<file path="config.mk">
export PLATFORM = sky130hd
export DESIGN_NAME = iocs_clock_select
export DESIGN_NICKNAME = d
export VERILOG_FILES = /design/src/design/iocs_pkg.sv /design/src/design/iocs_clock_select.sv
export SDC_FILE = /design/constraint.sdc
export NUM_CORES = 1
export LEC_CHECK = 0
export BUFFER_PORTS_ARGS = -buffer_cell sky130_fd_sc_hd__buf_2
export CORE_ASPECT_RATIO = 1.75
export CORE_MARGIN = 5
export CORE_UTILIZATION = 49
export DETAILED_ROUTE_END_ITERATION = 8
export PLACE_DENSITY = 0.81
export SYNTH_ARGS = -nofsm -noshare
export SYNTH_HDL_FRONTEND = slang
export SYNTH_SLANG_ARGS = --single-unit
</file>
<file path="constraint.sdc">
create_clock -name clk -period 2.7 [get_ports clk]
set_input_delay 0.135 -clock clk [delete_from_list [all_inputs] [get_ports clk]]
set_output_delay 0.135 -clock clk [all_outputs]
set_load 0.005 [all_outputs]
</file>
<file path="src/design/iocs_pkg.sv">
// Functional notes
// - Trim is 5-bit two's complement, reset zero.
// - Trim change slews fast oscillator, no completion flag.
// - Trim never touches the slow oscillator.
// - 01111 max, 00000 calibrated, 10000 min.
// - Trim bits 7-5 read zero, writes ignored.
// - Slow oscillator 31 kHz, timers' time base.
// - Slow oscillator enable conditions include select 000.
// - Slow-oscillator-stable status bit provided.
// - Select picks one of eight internal frequencies.
// - Reset loads select 110, 4 MHz.
// - Switch: start, wait, fall edge, hold low, connect.
// - No start-up delay between fast postscaler taps.
// - Two-cycle sync of new clock after start-up.
// - Slow osc off after switch to fast unless power-up timer/watchdog/monitor.
// - Select bit 0 configured source, 1 internal.
// - Reset clears system clock select bit.
// - Automatic switches never modify clock select bit.
// - External-ready flag reports external source running.
// - Fast-oscillator-stable status bit provided.
// - Fast osc enabled: select nonzero and internal or two-speed, or active or pending select nonzero.
package iocs_pkg;
  localparam logic [3:0] ADDR_TRIM = 4'h0;
  localparam logic [3:0] ADDR_CTRL = 4'h1;
  localparam logic [4:0] TRIM_RESET = 5'h00;
  localparam logic [2:0] FSEL_RESET = 3'h6;
  localparam logic [2:0] FSEL_SLOW = 3'h0;
  localparam int CTRL_FSEL_LSB = 4;
  localparam int CTRL_EXT_BIT = 3;
  localparam int CTRL_FAST_BIT = 2;
  localparam int CTRL_SLOW_BIT = 1;
  localparam int CTRL_SCS_BIT = 0;
  localparam int CLK_MHZ = 200;
  localparam int FAST_START_NS = 1000;
  localparam int FAST_START_CYC = (FAST_START_NS * CLK_MHZ + 999) / 1000;
  localparam int SLOW_START_NS = 2000;
  localparam int SLOW_START_CYC = (SLOW_START_NS * CLK_MHZ + 999) / 1000;
  localparam int SYNC_CYC = 2;
  typedef struct packed {
    logic [3:0] addr;
    logic [7:0] wdata;
    logic wr;
    logic rd;
  } iocs_bus_type;
  typedef enum logic [1:0] {
    ST_IDLE,
    ST_START,
    ST_SYNC,
    ST_SWAP
  } iocs_state_type;
endpackage

</file>
<file path="src/design/iocs_clock_select.sv">
`timescale 1ns/1ps
module iocs_clock_select (
  input wire logic clk,
  input wire logic rst_n,
  input iocs_pkg::iocs_bus_type bus,
  output logic [7:0] rdata,
  input wire logic fast_clk_tick,
  input wire logic slow_clk_tick,
  input wire logic ext_clk_tick,
  input wire logic two_speed_enable,
  input wire logic ext_crystal_mode,
  input wire logic osc_startup_done,
  input wire logic power_up_timer_en,
  input wire logic watchdog_timer_en,
  input wire logic clock_fail_monitor_en,
  input wire logic clock_fail_active,
  output logic [4:0] trim_value,
  output logic fast_osc_enable,
  output logic slow_osc_enable,
  output logic [2:0] active_freq_select,
  output logic use_internal,
  output logic sys_clk_gate_low,
  output logic divided_clock_output
);
  import iocs_pkg::*;
  logic [1:0] fast_sync_reg, slow_sync_reg, ext_sync_reg, ostd_sync_reg, fail_sync_reg;
  logic [4:0] trim_reg;
  logic [2:0] fsel_reg, active_reg;
  logic scs_reg, fast_en_reg, slow_en_reg, fast_ok_reg, slow_ok_reg, ext_ready_reg;
  logic hold_low_reg, fast_prev_reg, slow_prev_reg, divout_reg;
  logic ext_prev_reg, use_int_reg, ext_ready_next;
  logic [1:0] div_reg;
  logic [8:0] cnt_reg;
  logic [1:0] sync_cnt_reg;
  iocs_state_type state_reg;
  logic [7:0] rdata_reg;
  logic cur_fall, new_rise, new_is_slow, cur_is_slow, new_tick, cur_tick;
  logic fast_want, slow_want;

  // Pin-side ticks pass two flops before any logic looks at them.
  always_ff @(posedge clk or negedge rst_n) begin
    if (!rst_n) begin
      fast_sync_reg <= 2'b00;
      slow_sync_reg <= 2'b00;
      ext_sync_reg <= 2'b00;
      ostd_sync_reg <= 2'b00;
      fail_sync_reg <= 2'b00;
    end else begin
      fast_sync_reg <= {fast_sync_reg[0], fast_clk_tick};
      slow_sync_reg <= {slow_sync_reg[0], slow_clk_tick};
      ext_sync_reg <= {ext_sync_reg[0], ext_clk_tick};
      ostd_sync_reg <= {ostd_sync_reg[0], osc_startup_done};
      fail_sync_reg <= {fail_sync_reg[0], clock_fail_active};
    end
  end

  // Register writes; the trim only drives the fast oscillator port.
  always_ff @(posedge clk or negedge rst_n) begin
    if (!rst_n) begin
      trim_reg <= TRIM_RESET;
      fsel_reg <= FSEL_RESET;
      scs_reg <= 1'b0;
    end else if (bus.wr) begin
      if (bus.addr == ADDR_TRIM) begin
        trim_reg <= bus.wdata[4:0];
      end else if (bus.addr == ADDR_CTRL) begin
        fsel_reg <= bus.wdata[CTRL_FSEL_LSB +: 3];
        scs_reg <= bus.wdata[CTRL_SCS_BIT];
      end
    end
  end
  // Trim is passed straight to the analog slew; no completion is tracked.
  // Automatic switch-overs read scs_reg but never write it.

  assign new_is_slow = (fsel_reg == FSEL_SLOW);
  assign cur_is_slow = (active_reg == FSEL_SLOW);
  assign new_tick = new_is_slow ? slow_sync_reg[1] : fast_sync_reg[1];
  assign cur_tick = cur_is_slow ? slow_sync_reg[1] : fast_sync_reg[1];
  assign cur_fall = cur_is_slow ? (slow_prev_reg & ~slow_sync_reg[1])
                                : (fast_prev_reg & ~fast_sync_reg[1]);
  assign new_rise = new_is_slow ? (~slow_prev_reg & slow_sync_reg[1])
                                : (~fast_prev_reg & fast_sync_reg[1]);
  assign fast_want = (fsel_reg != FSEL_SLOW) && (scs_reg || two_speed_enable);
  assign slow_want = (new_is_slow && (scs_reg || two_speed_enable)) || power_up_timer_en
    || watchdog_timer_en || clock_fail_monitor_en;

  always_ff @(posedge clk or negedge rst_n) begin
    if (!rst_n) begin
      fast_prev_reg <= 1'b0;
      slow_prev_reg <= 1'b0;
      ext_prev_reg <= 1'b0;
    end else begin
      fast_prev_reg <= fast_sync_reg[1];
      slow_prev_reg <= slow_sync_reg[1];
      ext_prev_reg <= ext_sync_reg[1];
    end
  end

  // Switch sequencer. The old source stays enabled until the swap so the
  // system clock never loses its edge source mid-switch.
  always_ff @(posedge clk or negedge rst_n) begin
    if (!rst_n) begin
      state_reg <= ST_IDLE;
      active_reg <= FSEL_RESET;
      cnt_reg <= '0;
      sync_cnt_reg <= '0;
      hold_low_reg <= 1'b0;
      fast_en_reg <= 1'b1;
      slow_en_reg <= 1'b0;
      fast_ok_reg <= 1'b0;
      slow_ok_reg <= 1'b0;
    end else begin
      unique case (state_reg)
        ST_IDLE: begin
          fast_en_reg <= fast_want | ~cur_is_slow;
          slow_en_reg <= slow_want | cur_is_slow;
          if (fsel_reg != active_reg) begin
            if (!cur_is_slow && !new_is_slow) begin
              state_reg <= ST_SWAP;
            end else if (new_is_slow ? slow_ok_reg : fast_ok_reg) begin
              state_reg <= ST_SYNC;
              sync_cnt_reg <= '0;
            end else begin
              state_reg <= ST_START;
              cnt_reg <= new_is_slow ? 9'(SLOW_START_CYC) : 9'(FAST_START_CYC);
              if (new_is_slow) begin
                slow_en_reg <= 1'b1;
              end else begin
                fast_en_reg <= 1'b1;
              end
            end
          end
        end
        ST_START: begin
          if (cnt_reg <= 9'd1) begin
            state_reg <= ST_SYNC;
            sync_cnt_reg <= '0;
          end else begin
            cnt_reg <= cnt_reg - 9'd1;
          end
        end
        ST_SYNC: begin
          if (new_rise) begin
            sync_cnt_reg <= sync_cnt_reg + 2'd1;
            if (sync_cnt_reg == 2'(SYNC_CYC - 1)) begin
              state_reg <= ST_SWAP;
            end
          end
        end
        ST_SWAP: begin
          if (!hold_low_reg && (cur_fall || !cur_tick)) begin
            hold_low_reg <= 1'b1;
          end else if (hold_low_reg && new_rise) begin
            hold_low_reg <= 1'b0;
            active_reg <= fsel_reg;
            state_reg <= ST_IDLE;
            fast_ok_reg <= !new_is_slow;
            slow_ok_reg <= new_is_slow || slow_want;
            if (!new_is_slow && !watchdog_timer_en && !clock_fail_monitor_en
                && !power_up_timer_en) begin
              slow_en_reg <= 1'b0;
            end
            if (new_is_slow && !fast_want) begin
              fast_en_reg <= 1'b0;
            end
          end
        end
      endcase
      if (state_reg == ST_IDLE && slow_en_reg && slow_rise_seen()) begin
        slow_ok_reg <= 1'b1;
      end
      if (state_reg == ST_IDLE && fast_en_reg && !cur_is_slow) begin
        fast_ok_reg <= 1'b1;
      end
    end
  end

  function automatic logic slow_rise_seen();
    return ~slow_prev_reg & slow_sync_reg[1];
  endfunction

  // Source choice: external with select bit 0 and no fail; in crystal mode only once its start-up timer is done.
  assign ext_ready_next = !scs_reg && !fail_sync_reg[1]
    && (!ext_crystal_mode || ostd_sync_reg[1]);

  // The inverse is kept in its own flop so the output needs no gate after it.
  always_ff @(posedge clk or negedge rst_n) begin
    if (!rst_n) begin
      ext_ready_reg <= 1'b0;
      use_int_reg <= 1'b1;
    end else begin
      ext_ready_reg <= ext_ready_next;
      use_int_reg <= !ext_ready_next;
    end
  end

  // Divide-by-4 output of the running system clock, held low during a swap.
  always_ff @(posedge clk or negedge rst_n) begin
    if (!rst_n) begin
      div_reg <= 2'b00;
      divout_reg <= 1'b0;
    end else begin
      if (ext_ready_reg ? (~ext_prev_reg & ext_sync_reg[1]) : new_tick_edge()) begin
        div_reg <= div_reg + 2'd1;
      end
      divout_reg <= !hold_low_reg && div_reg[1];
    end
  end

  function automatic logic new_tick_edge();
    return cur_is_slow ? (~slow_prev_reg & slow_sync_reg[1])
                       : (~fast_prev_reg & fast_sync_reg[1]);
  endfunction

  always_ff @(posedge clk or negedge rst_n) begin
    if (!rst_n) begin
      rdata_reg <= 8'h00;
    end else if (bus.rd) begin
      unique case (bus.addr)
        ADDR_TRIM: rdata_reg <= {3'b000, trim_reg};
        ADDR_CTRL: rdata_reg <= {1'b0, fsel_reg, ext_ready_reg, fast_ok_reg,
                                 slow_ok_reg, scs_reg};
        default: rdata_reg <= 8'h00;
      endcase
    end else begin
      rdata_reg <= 8'h00;
    end
  end

  assign rdata = rdata_reg;
  assign trim_value = trim_reg;
  assign fast_osc_enable = fast_en_reg;
  assign slow_osc_enable = slow_en_reg;
  assign active_freq_select = active_reg;
  assign use_internal = use_int_reg;
  assign sys_clk_gate_low = hold_low_reg;
  assign divided_clock_output = divout_reg;
endmodule

</file>
---- Yosys cells after proc, flatten, opt, wreduce, memory -nomap -nowiden ----
Cells that the tools add are included.
storage, ports and cells
  output and inout port bits .............. 21
  register bits ........................... 55
  logic and storage cells ................. 178
  memory bits (read-only) ................. 0
  memory bits (writable) .................. 0
  memories kept ........................... 0
  input port bits ......................... 26
  latch bits .............................. 0
cells by class
  equality and inequality tests ........... 20
  bitwise operators ....................... 15
  multipliers ............................. 0
  multiplexer cells ....................... 55
  div/mod/pow operators ................... 0
  reductions and logical operators ........ 59
  shift operators ......................... 0
  order comparisons ....................... 1
  $add $sub $neg .......................... 3
operators by type and width
  cell                                                                   count
  9-bit two-way mux                                                      5
  1-bit two-way mux                                                      30
  2-bit two-way mux                                                      13
  2-bit inequality test, second input constant                           12
  9-bit one-hot mux with 2 select lines                                  1
  1-bit logical AND                                                      16
  7-bit one-hot mux with 2 select lines                                  1
  2-bit nonzero test                                                     7
  1-bit zero test                                                        12
  3-bit AND reduction                                                    4
  6-bit AND reduction                                                    2
  9-bit by 1-bit <= comparator with 1-bit output, second input constant  1
  9-bit by 1-bit subtractor with 9-bit output, second input constant     1
  1-bit inverter                                                         8
  2-bit one-hot mux with 4 select lines                                  1
  4-bit AND reduction                                                    2
  1-bit logical OR                                                       7
  7-bit two-way mux                                                      1
  3-bit zero test                                                        2
  2-bit one-hot mux with 3 select lines                                  1
  3-bit nonzero test                                                     2
  1-bit AND                                                              5
  5-bit AND reduction                                                    1
  2-bit by 1-bit adder with 2-bit output, second input constant          2
  other kinds (10)                                                       16

---- Longest topological paths before layout ----
  word-level depth ........................ 11
  depth in mapped cells ................... 8
  depth with buffers taken out ............ 7

---- Worst setup path after synthesis ----
Ideal clock, no wire load.
  kind .................................... reg-to-reg
  from .................................... register cnt_reg[3]
  to ...................................... register state_reg[0]
  path slack .............................. 0.066 ns
  data required time ...................... 2.575 ns
  path buffers ............................ 1
  data arrival time ....................... 2.509 ns
  cell stages (with the launch flop) ...... 7
  library setup time ...................... 0.125 ns
  cells stage by stage .................... dfrtp_1 or4_1 buf_2 or4_4 o2bb2ai_2 or4_4 mux2_4
between the ends
  word-level cells in the longest chain between the ends .. 3
ends and longest elaborated chain
  element                                         RTL line                  source
  start: declaration                              iocs_clock_select.sv:33   logic [8:0] cnt_reg;
  start signal: assignment                        iocs_clock_select.sv:125  cnt_reg <= new_is_slow ? 9'(SLOW_START_CYC) : 9'(FAST_START_CYC);
  start signal: assignment                        iocs_clock_select.sv:139  cnt_reg <= cnt_reg - 9'd1;
  9-bit by 1-bit <= comparator with 1-bit output  iocs_clock_select.sv:135  if (cnt_reg <= 9'd1) begin
  2-bit inequality test (no line)                 -
  6-bit AND reduction (no line)                   -
  end signal: assignment                          iocs_clock_select.sv:136  state_reg <= ST_SYNC;
  end signal: assignment                          iocs_clock_select.sv:146  state_reg <= ST_SWAP;
  end signal: assignment                          iocs_clock_select.sv:156  state_reg <= ST_IDLE;
  end: declaration                                iocs_clock_select.sv:35   iocs_state_type state_reg;
Every way passes these cells.
A chain may end at the register's enable or synchronous reset.

---- Worst setup path after layout ----
Same ends and word-level chain as after synthesis.

==> summary.txt <==
Worst setup path
  – Critical path class: flip-flop to flip-flop
  – CP max FO: 4
  – Maximum single-stage delay on the critical path: 570 ps
  – Slowest cell on the critical path: or4_4
  – Critical Path, Cell by Cell: or4_1 -> or4_4 -> o2bb2ai_2 -> or4_4 -> mux2_4
  – Most frequent CP cell: or4_4
  – Largest delay share family, worst path: simple AND/OR/NAND/NOR gates
  – CP Data Arrival Time: approximately 2800 ps
  – Worst Setup Start Kind: flip-flop
  – Crit end category: flip-flop
  – Crit path buffers/inverters: 0
  – Worst EP required: around 2900 ps

Flow run
  – MaxCap Viol Count: 0

Yosys
  – Mapped Nets: ~250
  – Ys async rst share: 100%
  – Post-synth EDFFs: 0
  – Synth Cell Area: 0.00252 mm2
  – Post-synth top area share: 48.6%
  – Cells after Synth: 219
  – Yosys cell types: 52
  – Avg Synthesized Cell Area: 11.5 um2
  – Area leader, netlist: dfrtp_1
  – Yosys warns: 0
  – Ys flop type: dfrtp_1
  – FF+latch count, synth: 55
  – Register area share after synthesis: approximately 55%
  – Most common cell in the netlist: dfrtp_1
  – Synth top area cells: dfrtp_1, dfstp_2, mux2_2
  – Synth top cells by count: dfrtp_1, inv_1, nand2_1, mux2_2, nor2b_1

Cells and area
  – Largest register FFs: 9
  – Nets: 310
  – Area of the multi-input gates: between 0.001 and 0.0015 mm2
  – Fillers: just over 400
  – Diode count: 0
  – Synthesis-to-layout area growth: 19.4%
  – Reg area: 0.00138 mm2
  – Share of cells above drive strength 1: 32.7%

Floorplanning
  – Top Ports: 47
  – Row count: 34
  – CORE AREA: about 0.0050 mm2
  – Die height: roughly 100 um
  – Initial core utilization: around half
  – Die X-Extent: 64.3 um
  – Die footprint: 0.00675 mm2

Clock tree
  – CTS H-tree lvls: 2
  – CTS Sinks: 55
  – CTS Hold Bufs: 6
  – Root Buffer: clkbuf_8
  – Later-pin clock latency in the skew report: 310 ps
  – Clock transition at the registers of the reported paths: 100 ps
  – CTS Buf Count: 5
  – CTS resizes: 0
  – Max clock buf depth: 2
  – Post-CTS Setup Repair Bufs: 0
  – TritonCTS clock tree: yes

GRT
  – Gr ovfl total: 0
  – Vias in the first global route: ~1900
  – Initial antenna violation count: 0
  – Total GRT Usage: 16.2%
  – First-pass GRT wire length: 8830 um
  – Largest net degree at the start of global routing: 40

Timing
  – Highest clock rate: roughly 380 MHz
  – Fin. max-slew vios: 0
  – Period minus WS final: about 2600 ps
  – Skew final: around 9.6 ps
  – RSZ-0062 raised after global routing: no
  – Worst-margin pin slew: between 500 and 600 ps
  – Final Hold Violating Endpoints: 0
  – Final setup violating endpoints: 0
  – Final period util: 97.5%
  – Slew HR: slightly above 60%
  – Final TNS setup: 0 ps

Place
  – Dpl hpwl: 3900 um
  – PortBufs: 44
  – Final GP Congestion: 0.802

Drt
  – Total Wirelength: 5150 um
  – DR iter-0 viols: roughly 50
  – Post-route ant nets: 0
  – Routed length per instance: 15.5 um
  – Avg Vias per Cell: 5.71
  – Pre-antenna DRT Iters: 4
  – Vias: 1896
  – Drt drc: 0

Power
  – Worst vdd ir: 0.000649 V
  – PwrDens: ~970 mW/mm2
  – Static Leak: 1.42 nW
  – Total power: ~2.9 mW

Run status
  – Status: finished clean

Hold path
  – Worst Hold Class: input pin to flip-flop
cell usage in the layout (no fill, tap or decap), types with 2 or more instances in the layout:
cell | netlist | final
nand2_1 | 13 | 13
nor3_1 | 3 | 3
mux2_2 | 12 | 12
o21ai_0 | 6 | 6
mux2_4 | 3 | 3
nand2b_1 | 3 | 3
a21boi_0 | 2 | 2
a21oi_1 | 7 | 7
buf_4 | 1 | 7
o22ai_1 | 4 | 4
a31oi_1 | 6 | 6
or3_1 | 2 | 2
and3_1 | 2 | 2
dlygate4sd3_1 | 0 | 6
clkbuf_8 | 0 | 5
dfstp_2 | 6 | 6
mux2i_1 | 4 | 4
xnor2_1 | 4 | 4
a2bb2oi_1 | 2 | 2
a22oi_1 | 5 | 5
nand3_1 | 7 | 7
ha_1 | 7 | 7
buf_2 | 1 | 44
nor2b_1 | 11 | 11
dfrtp_1 | 49 | 49
nor2_1 | 10 | 10
nor4_1 | 2 | 2
or4_4 | 2 | 2
o31ai_1 | 4 | 4
inv_1 | 13 | 13
or4_1 | 2 | 2
kinds of logic (layout without fill, tap and decap cells):
logic type / after synthesis / count (layout) / synth area share (%)
AND/OR/NAND/NOR: 64 / 64 / 14.3
flip-flops: 55 / 55 / 54.8
AO/OA/AOI/OAI: 49 / 49 / 13.8
multiplexers: 19 / 19 / 8.72
buffers and inverters: 19 / 78 / 3.02
adder cells (fa/ha/maj): 7 / 7 / 3.47
XOR/XNOR: 5 / 5 / 1.73
other: 1 / 1 / 0.149
cell type report:
type,count,area share [%]
Clock buffer,5,2.28
Timing Repair Buffer,57,11.0
Tap cell,54,2.24
Sequential cell,55,45.9
Clock inverter,3,1.58
Inverter,13,1.62
Multi-Input combinational cell,145,35.3
path summary, 6_finish.rpt:
check,start,end,slack (ps),depth (start not counted)
worst max-delay path,cnt_reg[3],state_reg[0],70,5
worst min-delay path,bus[5],trim_value[3],60,2
worst max register to register,cnt_reg[3],state_reg[0],70,5
worst min register to register,ext_sync_reg[0],ext_sync_reg[1],360,0
max in group asynchronous,rst_n,fast_osc_enable,1600,3
min in group asynchronous,rst_n,ext_sync_reg[0],270,2
report_power, final:
part           leakage, nW  internal, mW  switching, mW
clock               0.0587         0.281          0.267
combinational        0.704         0.574          0.588
sequential           0.661          1.04          0.183
total                 1.42          1.89           1.04
per-stage QoR:
step | cells | utilization, % | hold WS, ps | setup WS (ps) | instance area [um2]
final | 332 | 60.6 | 57.6 | 68.3 | 3010
after global routing | 332 | 60.6 | 47.8 | 29.9 | 3010
after global placement | 318 | 57.0 | 64.3 | 110 | 2840
after floorplan | 219 | - | -161 | 65.6 | 2520
after CTS | 332 | 60.6 | 50.5 | 64.1 | 3010
after detailed placement | 318 | 57.0 | 70.8 | 82.2 | 2840
routing by layer:
metal / vias up / track usage, % / part of all wire (%)
met5: - / 0 / 0
met4: 0 / 6.99 / 2.5
met3: 13 / 3.01 / 3.4
met2: 39 / 29.1 / 57
met1: 941 / 18.0 / 37
li1: 903 / - / -
(Power assumes the default switching activity.)
